--- config.mk ---
export PLATFORM = sky130hd
export DESIGN_NAME = ignition_sequencer
export DESIGN_NICKNAME = d
export VERILOG_FILES = /design/src/core/tick_divider.v /design/src/core/ignition_sequencer.v
export VERILOG_INCLUDE_DIRS = /design/src /design/src/core
export SDC_FILE = /design/constraint.sdc
export NUM_CORES = 1
export LEC_CHECK = 0
export BUFFER_PORTS_ARGS = -buffer_cell sky130_fd_sc_hd__buf_2
export CORE_AREA = 2 2 87 89
export DETAILED_ROUTE_END_ITERATION = 16
export DIE_AREA = 0 0 89 91
export PLACE_DENSITY = 0.75
export SYNTH_ARGS = -nofsm -noshare
export SYNTH_HDL_FRONTEND = slang
export SYNTH_SLANG_ARGS = --single-unit
--- constraint.sdc ---
create_clock -name sys_clk -period 7.4 [get_ports sys_clk]
set_input_delay 1.48 -clock sys_clk [delete_from_list [all_inputs] [get_ports sys_clk]]
set_output_delay 1.48 -clock sys_clk [all_outputs]
set_load 0.01 [all_outputs]
--- src/core/ignition_defs.vh ---
// Summary of operation
// - heat request start asserts pilot valve, and spark unless lower flame flag is true, opening a trial.
// - default trial with no flame stops spark after 90 seconds.
// - spark drops at once when lower flame flag is true during trial.
// - main valve opens only on higher flame flag, never lower alone.
// - spark may return if lower flag drops, while trial time remains.
// - whole trial including spark restarts never exceeds configured trial time.
// - short stabilization interval after main valve opens before run mode.
// - run mode watches flame; on loss pilot and main valves close.
// - no flame by trial end turns spark and pilot off.
// - after failed trial wait five minutes off, then retry if heat remains.
// - trial and wait repeat without lockout until flame or heat ends.
// - removing heat or reset cancels pending wait; fresh trial can start.
// - return to idle after heat absent 30 seconds following a shutoff.
// - heat removal in any state turns spark, pilot and main off.
// - settings freeze once lock link pulled or tenth heat request begins.
`ifndef IGNITION_DEFS_VH
`define IGNITION_DEFS_VH
`define CLK_HZ           20000000
`define TICK_HZ          10
`define TICK_DIV         (`CLK_HZ / `TICK_HZ)
`define TRIAL_SEC        90
`define TRIAL_TICKS      (`TRIAL_SEC * `TICK_HZ)
`define WAIT_MIN         5
`define WAIT_TICKS       (`WAIT_MIN * 60 * `TICK_HZ)
`define IDLE_SEC         30
`define IDLE_TICKS       (`IDLE_SEC * `TICK_HZ)
`define STAB_TICKS       20
`define LOCK_COUNT       10
`define CFG_WIDTH        2
`define CFG_RESET        2'h0
`endif

--- src/core/tick_divider.v ---
`timescale 1ns/10ps
`include "ignition_defs.vh"
module tick_divider #(
  parameter DIV = `TICK_DIV
) (
  input  wire sys_clk,
  input  wire sys_rst,
  output reg  tick
);
  reg [31:0] cnt_reg;

  always @(posedge sys_clk) begin
    if (sys_rst) begin
      cnt_reg <= 32'h0;
      tick    <= 1'b0;
    end else if (cnt_reg >= DIV - 1) begin
      cnt_reg <= 32'h0;
      tick    <= 1'b1;
    end else begin
      cnt_reg <= cnt_reg + 32'h1;
      tick    <= 1'b0;
    end
  end
endmodule // tick_divider

--- src/core/ignition_sequencer.v ---
`timescale 1ns/10ps
`include "ignition_defs.vh"
module ignition_sequencer #(
  parameter TICK_DIV    = `TICK_DIV,
  parameter TRIAL_TICKS = `TRIAL_TICKS,
  parameter WAIT_TICKS  = `WAIT_TICKS,
  parameter IDLE_TICKS  = `IDLE_TICKS,
  parameter STAB_TICKS  = `STAB_TICKS
) (
  input  wire       sys_clk,
  input  wire       sys_rst,
  input  wire       heat_request,
  input  wire       flame_low,
  input  wire       flame_high,
  input  wire       settings_lock_link,
  input  wire [1:0] config_switches,
  output reg        spark_drive,
  output reg        pilot_valve_drive,
  output reg        main_valve_drive,
  output reg  [1:0] active_config,
  output reg        config_locked
);
  // ***************************************************
  // states
  // ***************************************************
  localparam [2:0] ST_IDLE  = 3'h0;
  localparam [2:0] ST_TRIAL = 3'h1;
  localparam [2:0] ST_STAB  = 3'h2;
  localparam [2:0] ST_RUN   = 3'h3;
  localparam [2:0] ST_WAIT  = 3'h4;
  localparam [2:0] ST_OFF   = 3'h5;

  localparam integer LOCK_LAST = `LOCK_COUNT - 1;

  reg  [2:0]  state_reg;
  reg  [2:0]  state_next;
  reg  [15:0] time_reg;
  reg  [15:0] time_next;
  reg  [15:0] idle_reg;
  reg  [15:0] idle_next;
  reg  [15:0] guard_reg;
  reg  [15:0] guard_next;
  reg  [3:0]  calls_reg;
  reg  [3:0]  calls_next;
  reg         locked_next;
  reg  [1:0]  config_next;
  reg         heat_prev_reg;
  reg         spark_next;
  reg         pilot_next;
  reg         main_next;
  wire        tick;
  wire        heat_rise;
  wire        call_start;
  wire        idle_done;
  wire        guard_over;
  wire        in_idle;
  wire        in_trial;

  // ***************************************************
  // helpers
  // ***************************************************
  // interval check shared by every timer
  function reached;
    input [15:0] count;
    input [15:0] limit;
    begin
      reached = (count >= limit);
    end
  endfunction

  // one tick step of a timer, held at its ceiling
  function [15:0] step;
    input [15:0] count;
    input [15:0] limit;
    input        en;
    begin
      if (en && count < limit)
        step = count + 16'h1;
      else
        step = count;
    end
  endfunction

  // ***************************************************
  // tick prescaler
  // ***************************************************
  tick_divider #(
    .DIV (TICK_DIV)
  ) u_div (
    .sys_clk (sys_clk),
    .sys_rst (sys_rst),
    .tick    (tick)
  );

  // ***************************************************
  // state decode
  // ***************************************************
  assign in_idle  = (state_reg == ST_IDLE);
  assign in_trial = (state_reg == ST_TRIAL);

  // ***************************************************
  // call for heat edge
  // ***************************************************
  // starts high: a request already present at reset release
  // must drop once before it counts as a new call
  always @(posedge sys_clk) begin
    if (sys_rst)
      heat_prev_reg <= 1'b1;
    else
      heat_prev_reg <= heat_request;
  end

  assign heat_rise  = heat_request & ~heat_prev_reg;
  assign call_start = heat_rise & in_idle;

  // ***************************************************
  // heat-off timer
  // ***************************************************
  // counts only while the request stays away
  always @* begin
    if (heat_request)
      idle_next = 16'h0;
    else
      idle_next = step(idle_reg, IDLE_TICKS[15:0], tick);
  end

  assign idle_done = reached(idle_reg, IDLE_TICKS[15:0]);

  always @(posedge sys_clk) begin
    if (sys_rst)
      idle_reg <= 16'h0;
    else
      idle_reg <= idle_next;
  end

  // ***************************************************
  // trial guard
  // ***************************************************
  // separate age of the running trial; spark and pilot are cut
  // here even if the sequence itself ever overstays a trial
  always @* begin
    if (in_trial)
      guard_next = step(guard_reg, TRIAL_TICKS[15:0], tick);
    else
      guard_next = 16'h0;
  end

  assign guard_over = reached(guard_next, TRIAL_TICKS[15:0]);

  always @(posedge sys_clk) begin
    if (sys_rst)
      guard_reg <= 16'h0;
    else
      guard_reg <= guard_next;
  end

  // ***************************************************
  // sequence
  // ***************************************************
  always @* begin
    state_next = state_reg;
    time_next  = tick ? time_reg + 16'h1 : time_reg;
    spark_next = 1'b0;
    pilot_next = 1'b0;
    main_next  = 1'b0;
    case (state_reg)
      ST_IDLE: begin
        time_next = 16'h0;
        if (heat_rise) begin
          state_next = ST_TRIAL;
          spark_next = ~flame_low;
          pilot_next = 1'b1;
        end
      end
      ST_TRIAL: begin
        if (reached(time_next, TRIAL_TICKS[15:0])) begin
          state_next = ST_WAIT;
          time_next  = 16'h0;
        end else if (flame_high) begin
          state_next = ST_STAB;
          time_next  = 16'h0;
          pilot_next = 1'b1;
          main_next  = 1'b1;
        end else begin
          pilot_next = 1'b1;
          spark_next = ~flame_low;
        end
      end
      ST_STAB: begin
        if (!flame_low) begin
          state_next = ST_OFF;
        end else begin
          pilot_next = 1'b1;
          main_next  = 1'b1;
          if (reached(time_next, STAB_TICKS[15:0]))
            state_next = ST_RUN;
        end
      end
      ST_RUN: begin
        if (!flame_low) begin
          state_next = ST_OFF;
        end else begin
          pilot_next = 1'b1;
          main_next  = 1'b1;
        end
      end
      ST_WAIT: begin
        if (reached(time_next, WAIT_TICKS[15:0])) begin
          state_next = ST_TRIAL;
          time_next  = 16'h0;
          pilot_next = 1'b1;
          spark_next = ~flame_low;
        end
      end
      ST_OFF: begin
        time_next = 16'h0;
      end
      default: begin
        state_next = ST_IDLE;
      end
    endcase
    if (!heat_request) begin
      spark_next = 1'b0;
      pilot_next = 1'b0;
      main_next  = 1'b0;
      if (!in_idle)
        state_next = ST_OFF;
      if (idle_done)
        state_next = ST_IDLE;
    end
  end

  // ***************************************************
  // state registers
  // ***************************************************
  always @(posedge sys_clk) begin
    if (sys_rst) begin
      state_reg <= ST_IDLE;
      time_reg  <= 16'h0;
    end else begin
      state_reg <= state_next;
      time_reg  <= time_next;
    end
  end

  // ***************************************************
  // output drives
  // ***************************************************
  // every drive comes straight from a flip-flop
  always @(posedge sys_clk) begin
    if (sys_rst) begin
      spark_drive       <= 1'b0;
      pilot_valve_drive <= 1'b0;
      main_valve_drive  <= 1'b0;
    end else begin
      spark_drive       <= spark_next & ~guard_over;
      pilot_valve_drive <= pilot_next & ~guard_over;
      main_valve_drive  <= main_next;
    end
  end

  // ***************************************************
  // settings lock
  // ***************************************************
  always @* begin
    calls_next  = calls_reg;
    locked_next = config_locked;
    config_next = active_config;
    if (!config_locked) begin
      config_next = config_switches;
      if (!settings_lock_link) begin
        locked_next = 1'b1;
      end else if (call_start) begin
        calls_next = calls_reg + 4'h1;
        if (calls_reg == LOCK_LAST[3:0])
          locked_next = 1'b1;
      end
    end
  end

  // once locked nothing but reset reopens the settings
  always @(posedge sys_clk) begin
    if (sys_rst) begin
      calls_reg     <= 4'h0;
      config_locked <= 1'b0;
      active_config <= `CFG_RESET;
    end else begin
      calls_reg     <= calls_next;
      config_locked <= locked_next;
      active_config <= config_next;
    end
  end
endmodule // ignition_sequencer

==> results.sh, run 1 <==
export IMPL_status="finished, final reports clean"
export IMPL_core_um2=7140
export IMPL_finalMaxSlewViolations=0
export IMPL_synth_edf_count=0
export IMPL_cts_tree="built"
export IMPL_netlist_area_um2=4230
export IMPL_finalHoldViolations=0
export IMPL_ys_seq_area_frac=0.449
export IMPL_synth_seq_cells=95
export IMPL_clk_latency_ns=0.36
export IMPL_startpoint_type="flip-flop"
export IMPL_min_period_over_period=0.430
export IMPL_numCtsBuffers=9
export IMPL_hold_buffers=0
export IMPL_cts_repair_resized=0
export IMPL_ys_types=61
export IMPL_h_tree_depth=3
export IMPL_crit_start="time_reg[0]$_SDFF_PP0_"
export IMPL_syn2layout_area_growth_pct=7.80
export IMPL_io_buffers=13
export IMPL_max_slew_margin_rel=0.479
export IMPL_root_buffer="clkbuf_8"
export IMPL_setup_tns_ns=0
export IMPL_rr_startpoint="time_reg[0]$_SDFF_PP0_"
export IMPL_antenna_found_initial=0
export IMPL_placed_cells=578
export IMPL_dr_pass1_iters=4
export IMPL_synth_commonest_cells="95 x dfxtp_1, 77 x nor2_1, 36 x nand2_1, 25 x xor2_1, 23 x xnor2_1"
export IMPL_nNetsFinal=505
export IMPL_dieArea_um2=8100
export IMPL_fmax_mhz=315
export IMPL_required_ns=7.66
export IMPL_utilization=0.639
export IMPL_criticalPathCategory="flip-flop to flip-flop"
export IMPL_antennaDiodeCount=0
export IMPL_dieWidth_um=89
export IMPL_max_cap_violations=0
export IMPL_start_util=0.593
export IMPL_dieHeight_um=91
export IMPL_dr_first_iter_drc_count=208
export IMPL_n_fill_cell=651
export IMPL_wire_per_inst_um=13.1
export IMPL_largest_reg_flops=32
export IMPL_peakVddDrop_mv=0.147
export IMPL_synth_flop_cell="dfxtp_1"
export IMPL_min_path_type="flip-flop to flip-flop"
export IMPL_routed_via_count=3263
export IMPL_synth_most_common_cell="dfxtp_1"
export IMPL_drtAntennaViolNets=0
export IMPL_wl_mm=7.77
export IMPL_yosys_warnings=0
export IMPL_dpl_cell_area_um2=4360
export IMPL_setup_viol=0
export IMPL_layout_drive_gt1_share=0.0909
export IMPL_synth_area_leaders="dfxtp_1 45%, nor2_1 6.8%, xor2_1 5.2%"
export IMPL_grt_remaining_overflow=0
export IMPL_synthCells=477
export IMPL_design_power_total_mw=0.927
export IMPL_dpl_hpwl_mm=5.53
export IMPL_final_cells=594
export IMPL_path_clk_slew_ns=0.09
export IMPL_dp_slack_ns=4.27
export IMPL_clock_sinks=95
export IMPL_avgSynthCellArea_um2=8.87
export IMPL_min_delay_start="idle_reg[14]$_SDFFE_PP0P_"
export IMPL_path_max_fanout=16
export IMPL_drcViolationCount=0
export IMPL_holdWs_ns=0.468
export IMPL_power_density_nw_per_um2=203
export IMPL_regArea_um2=1900
export IMPL_power_leakage_nw=1.68
export IMPL_grt_pass1_vias=3126
export IMPL_rows=31
export IMPL_setup_ws_ns=4.22
export IMPL_end_kind="flip-flop"
export IMPL_post_cts_setup_buffers=0
export IMPL_fin_skew_ns=0.00732
export IMPL_routabilityCongestion=0.875
export IMPL_cts_path_max_buffers=2
export IMPL_grt_pass1_wl_mm=13.7
export IMPL_multi_input_area_um2=2220
export IMPL_cp_arrival_ns=3.44
export IMPL_fin_area_um2=4560
export IMPL_grt_start_max_net_pins=22
export IMPL_tightest_slew_ns=0.781
export IMPL_synth_top_area_frac=0.449
export IMPL_grt_usage=0.210
export IMPL_synth_top_area_cell="dfxtp_1"
export IMPL_finalCriticalPeriod_ns=3.18
export IMPL_via_per_inst=5.49
export IMPL_rsz0062_at_grt="false"
export IMPL_io_pin_count=14
export IMPL_synthArstFlopShare=0
## power breakdown
group	switching, mW	internal (mW)
registers	0.00980	0.520
clock network	0.189	0.160
logic	0.0294	0.0188
## layout by cell type, fill, tap and decap left out, types with 4 or more instances in the layout
| master | n |
|---|---|
| a31oi_1 | 4 |
| and2_1 | 9 |
| o21ai_0 | 8 |
| mux2i_1 | 5 |
| xnor2_1 | 23 |
| nand2_1 | 36 |
| ha_1 | 7 |
| xor2_1 | 25 |
| a21oi_1 | 13 |
| a211oi_1 | 4 |
| dfxtp_1 | 95 |
| nor2_1 | 77 |
| nor2b_1 | 5 |
| nand4_1 | 14 |
| and3_1 | 19 |
| conb_1 | 11 |
| inv_1 | 12 |
| nor3_1 | 10 |
| buf_2 | 13 |
| or3_1 | 5 |
| nand2b_1 | 6 |
| clkbuf_8 | 9 |
| nand3_1 | 19 |
| nor4_1 | 8 |
## worst max-delay path, stage by stage, from the launching register on
cell	delay, ns
dfxtp_1	0.49
ha_1	0.38
nand4_2	0.23
nor2_2	0.30
xnor2_1	0.13
a311oi_1	0.48
nor4b_2	0.15
o31ai_4	0.65
and3b_1	0.25
## area by class of cell
cell class | count | area share
multi-input combinational | 358 | 0.487
sequential | 95 | 0.417
clock buffer | 9 | 0.0271
tap | 99 | 0.0271
clock inverter | 7 | 0.0173
timing repair buffer | 13 | 0.0143
inverter | 13 | 0.0107
## final timing paths
path,endpoint,slack (ns),cells after the start
max,time_reg[13]$_SDFF_PP0_,4.22,8
min,idle_reg[14]$_SDFFE_PP0P_,0.47,1
max reg2reg,time_reg[13]$_SDFF_PP0_,4.22,8
min reg2reg,idle_reg[14]$_SDFFE_PP0P_,0.47,1
## routing by layer
layer	vias to the layer above	track usage	part of all wire
met1	1535	0.286	0.49
met5	-	0	0
li1	1676	-	-
met4	0	0.0522	0.0080
met2	46	0.328	0.47
met3	6	0.0618	0.037
## cell families (layout without fill, tap and decap cells)
| family | Yosys count | after routing | synth area share |
|---|---|---|---|
| XOR/XNOR | 48 | 48 | 0.0993 |
| adder cells (fa/ha/maj) | 7 | 7 | 0.0207 |
| AND/OR/NAND/NOR | 227 | 227 | 0.279 |
| buffers and inverters | 34 | 42 | 0.0349 |
| AO/OA/AOI/OAI | 59 | 59 | 0.102 |
| flip-flops | 95 | 95 | 0.449 |
| other | 1 | 11 | 0.000886 |
| multiplexers | 6 | 6 | 0.0145 |
(Power assumes the default switching activity.)
==> run 2: changes to the inputs <==
--- a/config.mk
+++ b/config.mk
@@ -7,10 +7,10 @@
 export NUM_CORES = 1
 export LEC_CHECK = 0
 export BUFFER_PORTS_ARGS = -buffer_cell sky130_fd_sc_hd__buf_2
-export CORE_AREA = 2 2 87 89
+export CORE_AREA = 2 2 91 93
 export DETAILED_ROUTE_END_ITERATION = 16
-export DIE_AREA = 0 0 89 91
-export PLACE_DENSITY = 0.75
+export DIE_AREA = 0 0 93 95
+export PLACE_DENSITY = 0.72
 export SYNTH_ARGS = -nofsm -noshare
 export SYNTH_HDL_FRONTEND = slang
 export SYNTH_SLANG_ARGS = --single-unit
==> constraint.sdc (replaced) <==
create_clock -name sys_clk -period 2.9 [get_ports sys_clk]
set_input_delay 0.58 -clock sys_clk [delete_from_list [all_inputs] [get_ports sys_clk]]
set_output_delay 0.58 -clock sys_clk [all_outputs]
set_load 0.01 [all_outputs]
==> run 2 against run 1 <==
  * Clock power grew to 2.8 times the previous value
  * Design area is 2.9% higher
  * Non-clock buffer count is 11 higher
  * Sequential power grew to 2.5 times the previous value
  * Setup slack worse by 4.0 ns
  * Sequential share of layout area is 1.2 points lower
  * Critical path type unchanged
  * Largest cell class unchanged
  * Highest routed layer unchanged
==> results.sh, run 2 (synthesized netlist as in run 1, its figures left out) <==
export IMPL_h_tree_depth=3
export IMPL_power_leakage_nw=1.75
export IMPL_power_density_nw_per_um2=524
export IMPL_max_slew_margin_rel=0.477
export IMPL_grt_remaining_overflow=0
export IMPL_cts_tree="built"
export IMPL_nNetsFinal=516
export IMPL_antenna_found_initial=0
export IMPL_peakVddDrop_mv=0.350
export IMPL_design_power_total_mw=2.46
export IMPL_syn2layout_area_growth_pct=10.9
export IMPL_clk_latency_ns=0.37
export IMPL_dpl_hpwl_mm=5.54
export IMPL_io_buffers=13
export IMPL_layout_commonest_cell="dfxtp_1"
export IMPL_status="finished, final reports clean"
export IMPL_drtAntennaViolNets=0
export IMPL_root_buffer="clkbuf_8"
export IMPL_swShare=0.228
export IMPL_cp_arrival_ns=3.02
export IMPL_final_cell_mix="95 x dfxtp_1, 77 x nor2_1, 36 x nand2_1"
export IMPL_wl_mm=7.75
export IMPL_grt_pass1_vias=3070
export IMPL_antennaDiodeCount=0
export IMPL_rows=33
export IMPL_dieWidth_um=93
export IMPL_finalHoldViolations=0
export IMPL_layout_drive_gt1_share=0.113
export IMPL_startpoint_type="flip-flop"
export IMPL_finalMaxSlewViolations=0
export IMPL_power_switching_mw=0.561
export IMPL_clockPowerShare=0.395
export IMPL_criticalPathCategory="flip-flop to flip-flop"
export IMPL_seq_power_share=0.548
export IMPL_clock_sinks=95
export IMPL_dieHeight_um=95
export IMPL_wire_per_inst_um=12.7
export IMPL_dr_first_iter_drc_count=165
export IMPL_path_max_fanout=16
export IMPL_min_path_type="primary input to flip-flop"
export IMPL_dieArea_um2=8840
export IMPL_fin_skew_ns=0.0121
export IMPL_dr_pass1_iters=4
export IMPL_finalCriticalPeriod_ns=2.70
export IMPL_min_period_over_period=0.933
export IMPL_core_um2=7930
export IMPL_numCtsBuffers=9
export IMPL_tightest_slew_ns=0.784
export IMPL_path_clk_slew_ns=0.10
export IMPL_power_internal_mw=1.90
export IMPL_hold_buffers=0
export IMPL_max_cap_violations=0
export IMPL_largest_reg_flops=32
export IMPL_grt_pass1_wl_mm=13.6
export IMPL_end_kind="flip-flop"
export IMPL_routed_via_count=3247
export IMPL_grt_usage=0.192
export IMPL_routabilityCongestion=0.923
export IMPL_power_frac_comb=0.056
export IMPL_grt_start_max_net_pins=22
export IMPL_setup_tns_ns=0
export IMPL_fmax_mhz=370
export IMPL_cts_repair_resized=0
export IMPL_rsz0062_at_grt="false"
export IMPL_cts_path_max_buffers=2
export IMPL_drcViolationCount=0
export IMPL_setup_viol=0
export IMPL_required_ns=3.22
export IMPL_via_per_inst=5.31
export IMPL_start_util=0.534
export IMPL_post_cts_setup_buffers=0
export IMPL_io_pin_count=14
export IMPL_n_fill_cell=712
[run 2: cell type report]
cell class,count,area (µm²),area share
clock buffers,10,138,0.0293
clock inverters,6,92.6,0.0197
inverters,13,48.8,0.0104
multi-input cells,358,2240,0.476
flip-flops and latches,95,1900,0.405
well taps,105,131,0.0280
repair buffers,24,148,0.0314
[run 2: through the flow]
| stage | hold slack (ns) | std cells | cell area [µm²] | worst slack [ns] | util |
|---|---|---|---|---|---|
| detailed placement | 0.448 | 595 | 4450 | 0.230 | 0.561 |
| global placement | 0.443 | 595 | 4450 | 0.327 | 0.561 |
| finish | 0.417 | 611 | 4700 | 0.196 | 0.592 |
| floorplan | 0.430 | 487 | 4270 | 0.297 | - |
| CTS | 0.403 | 611 | 4680 | 0.185 | 0.590 |
| global route | 0.411 | 611 | 4700 | 0.0376 | 0.592 |
[run 2: routing by layer]
layer,up-vias,GRT usage,routed length (µm)
li1,1690,-,-
met1,1492,0.240,3710
met2,53,0.323,3640
met3,12,0.0359,249
met4,0,0.0870,153
met5,-,0,0
[run 2: worst paths after layout]
path                        startpoint                   endpoint  slack, ns  cells after the start
min reg2reg  idle_reg[14]$_SDFFE_PP0P_  idle_reg[14]$_SDFFE_PP0P_       0.47                      1
max reg2reg     time_reg[2]$_SDFF_PP0_    time_reg[13]$_SDFF_PP0_       0.20                      8
min                 settings_lock_link   config_locked$_SDFF_PP0_       0.42                      2
max             time_reg[2]$_SDFF_PP0_    time_reg[13]$_SDFF_PP0_       0.20                      8
[run 2: critical path, stage by stage, from the launching register on]
cell and delay [ns]:
dfxtp_1 0.57, nand4_2 0.25, nor4_2 0.43, mux2i_1 0.27, nand4_1 0.24, nor4b_4 0.36, o31ai_4 0.10, buf_4 0.21
and3b_1 0.22
[run 2: power groups by stage]
stage	Sequential (mW)	Combinational (mW)	Clock, mW
3_5_place_dp	1.38	0.136	0
6_report	1.35	0.138	0.973
3_3_place_gp	1.38	0.134	0
2_1_floorplan	1.37	0.0993	0
4_1_cts	1.35	0.137	0.998
5_1_grt	1.35	0.155	1.05
